File: config.mk
export PLATFORM = sky130hd
export DESIGN_NAME = cap_power_cal_ctrl
export DESIGN_NICKNAME = d
export VERILOG_FILES = /design/src/verilog/cap_ctrl_pkg.sv /design/src/verilog/cfg_if.sv /design/src/verilog/conv_sequencer.sv /design/src/verilog/cap_power_cal_ctrl.sv
export SDC_FILE = /design/constraint.sdc
export NUM_CORES = 1
export LEC_CHECK = 0
export BUFFER_PORTS_ARGS = -buffer_cell sky130_fd_sc_hd__clkbuf_2
export CORE_ASPECT_RATIO = 1.4
export CORE_MARGIN = 2
export CORE_UTILIZATION = 53
export CTS_BUF_LIST = sky130_fd_sc_hd__clkbuf_8
export CTS_CLUSTER_DIAMETER = 60
export DETAILED_ROUTE_END_ITERATION = 16
export PLACE_DENSITY_LB_ADDON = 0.1
export SYNTH_ARGS = -nofsm -noshare
export SYNTH_HDL_FRONTEND = slang
export SYNTH_SLANG_ARGS = --single-unit
File: constraint.sdc
create_clock -name clk -period 4.7 [get_ports clk]
set_clock_uncertainty 0.15 [all_clocks]
set_input_delay 0.705 -clock clk [delete_from_list [all_inputs] [get_ports clk]]
set_output_delay 0.705 -clock clk [all_outputs]
set_load 0.01 [all_outputs]
File: src/verilog/cap_ctrl_pkg.sv
// Constants for the capacitance converter power and calibration control.
// Assumes a 250 MHz core clock and a 10-bit significant register address.
package cap_ctrl_pkg;

	localparam int          ADDR_W          = 16;
	localparam int          ADDR_SIG_W      = 10;
	localparam int          DATA_W          = 16;
	localparam logic [9:0]  POWER_CONTROL_IDX            = 10'h000;
	localparam logic [9:0]  STAGE_CALIBRATION_ENABLE_IDX = 10'h001;
	localparam logic [15:0] POWER_CONTROL_RST            = 16'h0000;
	localparam logic [15:0] STAGE_CALIBRATION_ENABLE_RST = 16'h0000;

	// power_control fields
	localparam int MODE_LSB       = 0;
	localparam int DELAY_LSB      = 2;
	localparam int STAGES_LSB     = 4;
	localparam int DECIM_LSB      = 8;
	localparam int SWRST_BIT      = 10;
	localparam int INTPOL_BIT     = 11;
	localparam int EXCDIS_BIT     = 12;
	localparam int UNUSED_BIT     = 13;
	localparam int BIAS_LSB       = 14;
	// stage_calibration_enable fields
	localparam int NUM_STAGES     = 12;
	localparam int FP_SKIP_LSB    = 12;
	localparam int LP_SKIP_LSB    = 14;
	localparam logic [3:0] MAX_STAGE_CODE = 4'hb;

	localparam logic [1:0] MODE_FULL     = 2'h0;
	localparam logic [1:0] MODE_SHUT_A   = 2'h1;
	localparam logic [1:0] MODE_LOW      = 2'h2;
	localparam logic [1:0] MODE_SHUT_B   = 2'h3;

	// Timing
	localparam longint CLK_HZ          = 250000000;
	localparam longint FP_PERIOD_MS    = 36;
	localparam longint LP_DELAY_UNIT_MS = 200;
	localparam longint FP_PERIOD_CYC   = FP_PERIOD_MS * CLK_HZ / 1000;
	localparam longint LP_UNIT_CYC     = LP_DELAY_UNIT_MS * CLK_HZ / 1000;

	localparam logic [8:0] DECIM_256 = 9'h100;
	localparam logic [8:0] DECIM_128 = 9'h080;
	localparam logic [8:0] DECIM_64  = 9'h040;

	typedef enum logic [1:0] {
		ST_IDLE = 2'b00,
		ST_WAIT = 2'b01,
		ST_CONV = 2'b10
	} seq_state_t;

endpackage

File: src/verilog/cfg_if.sv
`timescale 1ns/1ps
// Decoded configuration passed from the register file to the sequencer.
// Assumes both ends share the core clock.
interface cfg_if;
	logic [1:0] mode;
	logic [1:0] lp_delay;
	logic [3:0] stage_code;
	modport src (output mode, output lp_delay, output stage_code);
	modport dst (input mode, input lp_delay, input stage_code);
endinterface

File: src/verilog/conv_sequencer.sv
`timescale 1ns/1ps
// Conversion sequencer: timing of sequences per operating mode.
// Assumes configuration stable or changing at any time; mode or delay change restarts.
module conv_sequencer #(
	parameter longint FP_CYC = cap_ctrl_pkg::FP_PERIOD_CYC,
	parameter longint LP_CYC = cap_ctrl_pkg::LP_UNIT_CYC
) (
	input  wire logic clk,          // Core clock
	input  wire logic rst,          // Synchronous reset
	cfg_if.dst        cfg,          // Decoded settings
	output logic      conv_start,   // Pulse: start one stage conversion
	output logic [3:0] conv_stage,  // Stage being converted
	output logic      seq_busy      // Sequence in progress
);
	cap_ctrl_pkg::seq_state_t st_q, st_d;
	logic [31:0] wait_q, wait_d;
	logic [3:0]  stage_q, stage_d;
	logic        start_q, start_d;
	logic [1:0]  mode_q, delay_q;

	function automatic logic [31:0] wait_len(input logic [1:0] m,
		input logic [1:0] d);
		if (m == cap_ctrl_pkg::MODE_LOW)
			wait_len = 32'(LP_CYC * (longint'(d) + 1));
		else
			wait_len = 32'(FP_CYC);
	endfunction

	function automatic logic shut(input logic [1:0] m);
		shut = m[0];
	endfunction

	always_comb begin
		st_d    = st_q;
		wait_d  = wait_q;
		stage_d = stage_q;
		start_d = 1'b0;
		case (st_q)
			cap_ctrl_pkg::ST_IDLE: begin
				if (!shut(cfg.mode)) begin
					st_d   = cap_ctrl_pkg::ST_WAIT;
					wait_d = wait_len(cfg.mode, cfg.lp_delay);
				end
			end
			cap_ctrl_pkg::ST_WAIT: begin
				if (wait_q <= 32'd1) begin
					st_d    = cap_ctrl_pkg::ST_CONV;
					stage_d = 4'h0;
					start_d = 1'b1;
				end else begin
					wait_d = wait_q - 32'd1;
				end
			end
			cap_ctrl_pkg::ST_CONV: begin
				if (stage_q >= cfg.stage_code ||
				    stage_q >= cap_ctrl_pkg::MAX_STAGE_CODE) begin
					st_d   = cap_ctrl_pkg::ST_WAIT;
					wait_d = wait_len(cfg.mode, cfg.lp_delay);
				end else begin
					stage_d = stage_q + 4'h1;
					start_d = 1'b1;
				end
			end
			default: st_d = cap_ctrl_pkg::ST_IDLE;
		endcase
		// Mode or delay change restarts timing from idle
		if (shut(cfg.mode) || cfg.mode != mode_q ||
		    cfg.lp_delay != delay_q) begin
			st_d    = cap_ctrl_pkg::ST_IDLE;
			start_d = 1'b0;
		end
	end

	always_ff @(posedge clk) begin
		if (rst) begin
			st_q    <= cap_ctrl_pkg::ST_IDLE;
			wait_q  <= 32'h0;
			stage_q <= 4'h0;
			start_q <= 1'b0;
			mode_q  <= cap_ctrl_pkg::MODE_FULL;
			delay_q <= 2'h0;
		end else begin
			st_q    <= st_d;
			wait_q  <= wait_d;
			stage_q <= stage_d;
			start_q <= start_d;
			mode_q  <= cfg.mode;
			delay_q <= cfg.lp_delay;
		end
	end

	assign conv_start = start_q;
	assign conv_stage = stage_q;
	assign seq_busy   = (st_q == cap_ctrl_pkg::ST_CONV);
endmodule

File: src/verilog/cap_power_cal_ctrl.sv
`timescale 1ns/1ps
// Power and calibration control registers with decoded control outputs.
// Assumes the serial front end delivers decoded 16-bit register accesses.

// Overview of operation
// - Mode 00 is full power with sequences about every 36 ms.
// - Modes 01 and 11 shut the converter down with no conversions.
// - Mode 10 is low power with automatic wake-up conversions.
// - In low power the sequence delay is 200, 400, 600 or 800 ms.
// - Stages per sequence equal bits 7:4 plus one, at most 12.
// - Bits 9:8 decimate by 256, 128, 64 or 64.
// - Writing one to bit 10 resets all registers and self-clears.
// - Bit 12 set disables excitation to the sensor input pins.
// - Bits 15:14 select nominal or +20, +35, +50 percent bias.
// - Full power skip bits 13:12 choose 3, 7, 15 or 31 samples.
// - Low power skip bits 15:14 choose skipping zero to three.
module cap_power_cal_ctrl #(
	parameter longint FP_CYC = cap_ctrl_pkg::FP_PERIOD_CYC,
	parameter longint LP_CYC = cap_ctrl_pkg::LP_UNIT_CYC
) (
	input  wire logic        clk,            // Core clock
	input  wire logic        rst,            // Synchronous reset
	input  wire logic        reg_wr,         // Write strobe
	input  wire logic        reg_rd,         // Read strobe
	input  wire logic [15:0] reg_addr,       // Register address
	input  wire logic [15:0] reg_wdata,      // Write data
	output logic      [15:0] reg_rdata,      // Read data
	output logic             reg_rvalid,     // Read data valid pulse
	input  wire logic        irq_event,      // Internal interrupt request
	output logic             irq_pin,        // Interrupt pin level
	output logic             excitation_en,  // Excitation on sensor pins
	output logic       [1:0] converter_bias_select, // Bias current code
	output logic       [8:0] decimation_ratio,      // Decimation factor
	output logic             conv_start,     // Stage conversion pulse
	output logic       [3:0] conv_stage,     // Stage index
	output logic             conv_cal_en,    // Calibrate this stage
	output logic       [5:0] sample_skip,    // Samples skipped
	output logic             seq_busy,       // Sequence running
	output logic             powered_down    // Shutdown mode active
);
	logic [15:0] pwr_q, pwr_d;
	logic [15:0] cal_q, cal_d;
	logic [15:0] rdata_q, rdata_d;
	logic        rvalid_q, rvalid_d;
	logic        irq_q, irq_d;
	logic        exc_q, exc_d;
	logic [1:0]  bias_q, bias_d;
	logic [8:0]  dec_q, dec_d;
	logic [5:0]  skip_q, skip_d;
	logic [9:0]  idx;
	logic [1:0]  mode;
	logic        seq_start;
	logic [3:0]  seq_stage;

	cfg_if cfg_bus ();

	assign idx  = reg_addr[cap_ctrl_pkg::ADDR_SIG_W-1:0];
	assign mode = pwr_q[cap_ctrl_pkg::MODE_LSB +: 2];

	assign cfg_bus.mode       = mode;
	assign cfg_bus.lp_delay   = pwr_q[cap_ctrl_pkg::DELAY_LSB +: 2];
	assign cfg_bus.stage_code = pwr_q[cap_ctrl_pkg::STAGES_LSB +: 4];

	function automatic logic [8:0] decim(input logic [1:0] c);
		case (c)
			2'h0:    decim = cap_ctrl_pkg::DECIM_256;
			2'h1:    decim = cap_ctrl_pkg::DECIM_128;
			default: decim = cap_ctrl_pkg::DECIM_64;
		endcase
	endfunction

	function automatic logic [5:0] skip_cnt(input logic [1:0] m,
		input logic [15:0] cal);
		logic [1:0] c;
		c = cal[cap_ctrl_pkg::FP_SKIP_LSB +: 2];
		if (m == cap_ctrl_pkg::MODE_LOW)
			skip_cnt = {4'h0, cal[cap_ctrl_pkg::LP_SKIP_LSB +: 2]};
		else
			skip_cnt = 6'((6'h4 << c) - 6'h1);
	endfunction

	always_comb begin
		pwr_d    = pwr_q;
		cal_d    = cal_q;
		rdata_d  = rdata_q;
		rvalid_d = reg_rd;
		if (reg_wr && idx == cap_ctrl_pkg::POWER_CONTROL_IDX) begin
			pwr_d = reg_wdata;
			// Unused bit kept zero; reset bit never stored
			pwr_d[cap_ctrl_pkg::UNUSED_BIT] = 1'b0;
			pwr_d[cap_ctrl_pkg::SWRST_BIT]  = 1'b0;
		end
		if (reg_wr && idx == cap_ctrl_pkg::STAGE_CALIBRATION_ENABLE_IDX)
			cal_d = reg_wdata;
		if (reg_wr && idx == cap_ctrl_pkg::POWER_CONTROL_IDX &&
		    reg_wdata[cap_ctrl_pkg::SWRST_BIT]) begin
			pwr_d = cap_ctrl_pkg::POWER_CONTROL_RST;
			cal_d = cap_ctrl_pkg::STAGE_CALIBRATION_ENABLE_RST;
		end
		if (reg_rd) begin
			case (idx)
				cap_ctrl_pkg::POWER_CONTROL_IDX:            rdata_d = pwr_q;
				cap_ctrl_pkg::STAGE_CALIBRATION_ENABLE_IDX: rdata_d = cal_q;
				default:                                    rdata_d = 16'h0000;
			endcase
		end
		// Outputs follow the stored registers one cycle later
		irq_d  = irq_event ~^ pwr_q[cap_ctrl_pkg::INTPOL_BIT];
		exc_d  = ~pwr_q[cap_ctrl_pkg::EXCDIS_BIT];
		bias_d = pwr_q[cap_ctrl_pkg::BIAS_LSB +: 2];
		dec_d  = decim(pwr_q[cap_ctrl_pkg::DECIM_LSB +: 2]);
		skip_d = skip_cnt(mode, cal_q);
	end

	always_ff @(posedge clk) begin
		if (rst) begin
			pwr_q    <= cap_ctrl_pkg::POWER_CONTROL_RST;
			cal_q    <= cap_ctrl_pkg::STAGE_CALIBRATION_ENABLE_RST;
			rdata_q  <= 16'h0000;
			rvalid_q <= 1'b0;
			irq_q    <= 1'b1;
			exc_q    <= 1'b1;
			bias_q   <= 2'h0;
			dec_q    <= cap_ctrl_pkg::DECIM_256;
			skip_q   <= 6'h03;
		end else begin
			pwr_q    <= pwr_d;
			cal_q    <= cal_d;
			rdata_q  <= rdata_d;
			rvalid_q <= rvalid_d;
			irq_q    <= irq_d;
			exc_q    <= exc_d;
			bias_q   <= bias_d;
			dec_q    <= dec_d;
			skip_q   <= skip_d;
		end
	end

	conv_sequencer #(
		.FP_CYC (FP_CYC),
		.LP_CYC (LP_CYC)
	) u_seq (
		.clk        (clk),
		.rst        (rst),
		.cfg        (cfg_bus.dst),
		.conv_start (seq_start),
		.conv_stage (seq_stage),
		.seq_busy   (seq_busy)
	);

	assign conv_start  = seq_start;
	assign conv_stage  = seq_stage;
	// Stage index never passes 11, so the select stays in range
	assign conv_cal_en = cal_q[seq_stage];
	assign powered_down = mode[0];
	assign reg_rdata   = rdata_q;
	assign reg_rvalid  = rvalid_q;
	assign irq_pin     = irq_q;
	assign excitation_en = exc_q;
	assign converter_bias_select = bias_q;
	assign decimation_ratio = dec_q;
	assign sample_skip = skip_q;
endmodule

==> qor.txt <==
Die W -> 87.9 µm
number of H-tree branching levels -> 3
Max Clk Rate -> 0.318 GHz
post-synth top area share -> 0.391
DIE AREA -> 10,700 µm²
status -> finished clean
DR pass1 iterations -> 6
CTS-repair resized insts -> 0
max incr delay on CP -> 0.64 ns
ranking of synthesized cells by instance count -> dfxtp_1 (102), nand2_1 (94), a21oi_1 (83)
Post-synth EDFFs -> 0
Final Power -> 0.00184 W
Max Slew Vio Count -> 0
maximum fanout along the worst path -> 33
Post-layout nets -> 750
worst path arrival time -> 3.32 ns
detailed placer's ending HPWL -> 10,100 µm
worst rel slew slack -> 0.369
Final GP Congestion -> 0.913
gr ovfl total -> 0
worst slew pin tran -> 0.946 ns
largest net degree at the start of global routing -> 40
drc violations -> 0
final critical-path share of the clock period -> 0.669
synth top area cells -> dfxtp_1 (39%), a21oi_1 (8.0%), nand2_1 (6.8%), ha_1 (4.8%), nor2_1 (4.5%)
mean post-synth cell area -> 8.05 µm²
CTS buffer count -> 9
post-synthesis mux area share -> 0.0235
Sum Neg Setup Slack -> 0 ns
compound-gate portion of the synthesized area -> 0.221
Clock power frac -> 0.306
VDD IR max -> 0.000162 V
CP endpoint kind -> flop
share of flip-flops with an asynchronous set or reset -> 0
Vias/cell -> 5.96
final setup vio count -> 0
Yosys cell types -> 63
clock sinks -> 102
vias in the first global route -> 4,607
clock slew at the register clock pins of the worst setup and hold paths -> 0.11 ns
Int Pwr -> 0.00122 W
Initial Util -> 0.549
Startpoint Class -> flop
P_sw -> 0.000615 W
adder-cell share of the synthesized area -> 0.0480
area grow syn2layout -> 10.5%
Post-Place Cells -> 814
synthesized-area fraction occupied by and/or/nand/nor cells -> 0.243
Core ar. -> 9510 µm²
largest family of logic cells by synthesized area -> simple AND/OR/NAND/NOR gates
Clock Tree Buf Depth -> 2
root buffer cell -> clkbuf_8
cell with the most instances after synthesis -> dfxtp_1
power per standard cell area -> 319 nW/µm²
final hold violations -> 0
Ports -> 81
switching share of power -> 0.334
Post-CTS Hold Buffers -> 0
Comb pwr share -> 0.189
initial drt markers -> 395
main flop type after synthesis -> dfxtp_1
Filler Cell Count -> 913
worst hold path stage count -> 1
register area -> 2040 µm²
global-route wire length before repair -> 22,600 µm
RSZ-0062 raised after global routing -> no
Critical Path RT -> 4.87 ns
kind of critical path -> reg -> reg
Synth Area in XOR/XNOR -> 0.0168
Static Leak -> 2.16 nW
gr usage total -> 0.272
Mapped Area -> 5220 µm²
footprint of the multi-input gates -> 2910 µm²
Via Count -> 4,943
final wirelength -> 14,200 µm
reg2reg path depth -> 8
IO Port Bufs -> 67
clk_lat worst skew -> 0.39 ns
die height -> 121 µm
std cell rows -> 42
share of cells above drive strength 1 -> 0.156
maxcap violations -> 0
cells after synthesis -> 648
initial antenna violation count -> 0
sequential fraction of the synthesis area -> 0.391
Ant. Diodes -> 0
minimum clock period -> 3.15 ns
sequential power share -> 0.505
wire per inst -> 17.0 µm
Critical Path, Cell by Cell -> inv_1, ha_1, nor2b_1, o21ai_0, o21ai_1, a21o_4, or4_1, a31oi_1
min-delay worst type -> reg -> reg
largest area contributor in the netlist -> dfxtp_1
FF+latch count, synth -> 102
number of routed nets with antenna violations -> 0
critical path's slowest cell -> dfxtp_1
Yosys warning total -> 0
setup bufs post-CTS -> 0
CTS tree -> yes
Finished Layout Cells -> 830
## registers in the layout, summed over array words and instances (netlist names)
name,cells
u_seq.delay_q,2
reg_rvalid,1
sample_skip,5
u_seq.st_q,2
cal_q,16
u_seq.conv_start,1
reg_rdata,16
excitation_en,1
converter_bias_select,2
decimation_ratio,3
irq_pin,1
u_seq.conv_stage,4
pwr_q,14
u_seq.mode_q,2
u_seq.wait_q,32
## per-layer routing
metal,global-route usage,vias up,part of all wire
met5,0,-,0
met4,0.156,0,0.055
met3,0.0408,45,0.052
met2,0.475,189,0.51
met1,0.308,2329,0.38
li1,-,2380,-
## through the flow
step / utilization / setup WS [ns] / hold WS (ns) / instance area, µm²
6_report: 0.606 / 1.55 / 0.262 / 5770
5_1_grt: 0.606 / 1.35 / 0.302 / 5770
3_3_place_gp: 0.585 / 1.41 / 0.242 / 5570
2_1_floorplan: - / 2.02 / 0.222 / 5240
3_5_place_dp: 0.585 / 1.38 / 0.240 / 5570
4_1_cts: 0.606 / 1.58 / 0.265 / 5770
## layout make-up
class	instances	area share
tap	132	0.0286
clock inverter	7	0.0130
inverter	19	0.0124
multi-input combinational	488	0.504
clock buffer	9	0.0215
sequential	102	0.354
timing repair buffer	73	0.0660
## cell usage in the layout (no fill, tap or decap), types with 3 or more instances in the layout
cell and count:
a21o_1 3, o21ai_0 32, a21oi_1 83, buf_4 6
nand4_1 6, nand3_1 11, nand4b_1 3, xnor2_1 4
dfxtp_1 102, nor2_1 62, mux4_2 5, a31oi_1 6
or3_1 5, nor2b_1 9, o21a_1 4, nand2_1 94
nand2b_1 8, nor3_1 23, clkbuf_8 9, a211oi_1 19
ha_1 20, and3_1 7, inv_1 17, xor2_1 6
o32ai_1 3, nand3b_1 4, conb_1 7, a22oi_1 15
o31ai_1 3, o22ai_1 3, nor4_1 7, o21ai_1 3
clkbuf_2 67, inv_8 3
## power by group through the flow
| stage | logic (W) | registers [W] | clock network (W) |
|---|---|---|---|
| floorplan | 0.000256 | 0.000943 | 0 |
| global placement | 0.000338 | 0.000945 | 0 |
| detailed placement | 0.000342 | 0.000947 | 0 |
| CTS | 0.000343 | 0.000928 | 0.000572 |
| global route | 0.000384 | 0.000933 | 0.000607 |
| finish | 0.000348 | 0.000928 | 0.000561 |
## worst max-delay path: cells and delay by family, from the launching register on
family	cells	cell delay, ns
fa+ha+maj	1	0.30
compound gates	4	1.35
simple gates	2	0.54
buf+inv	1	0.09
flops	1	0.64
## cell families after synthesis
| family | after synthesis |
|---|---|
| AND/OR/NAND/NOR | 257 |
| AO/OA/AOI/OAI | 188 |
| flip-flops | 102 |
| buffers and inverters | 64 |
| adder cells (fa/ha/maj) | 20 |
| XOR/XNOR | 10 |
| multiplexers | 6 |
| other | 1 |
## worst paths after layout
| kind | startpoint | end | slack (ns) |
|---|---|---|---|
| worst max-delay path | u_seq.conv_stage[0] | u_seq.wait_q[31] | 1.55 |
| worst min-delay path | pwr_q[12] | excitation_en | 0.26 |
| worst max register to register | u_seq.conv_stage[0] | u_seq.wait_q[31] | 1.55 |
| worst min register to register | pwr_q[12] | excitation_en | 0.26 |
Note: power is estimated with default switching activity, not from simulation.
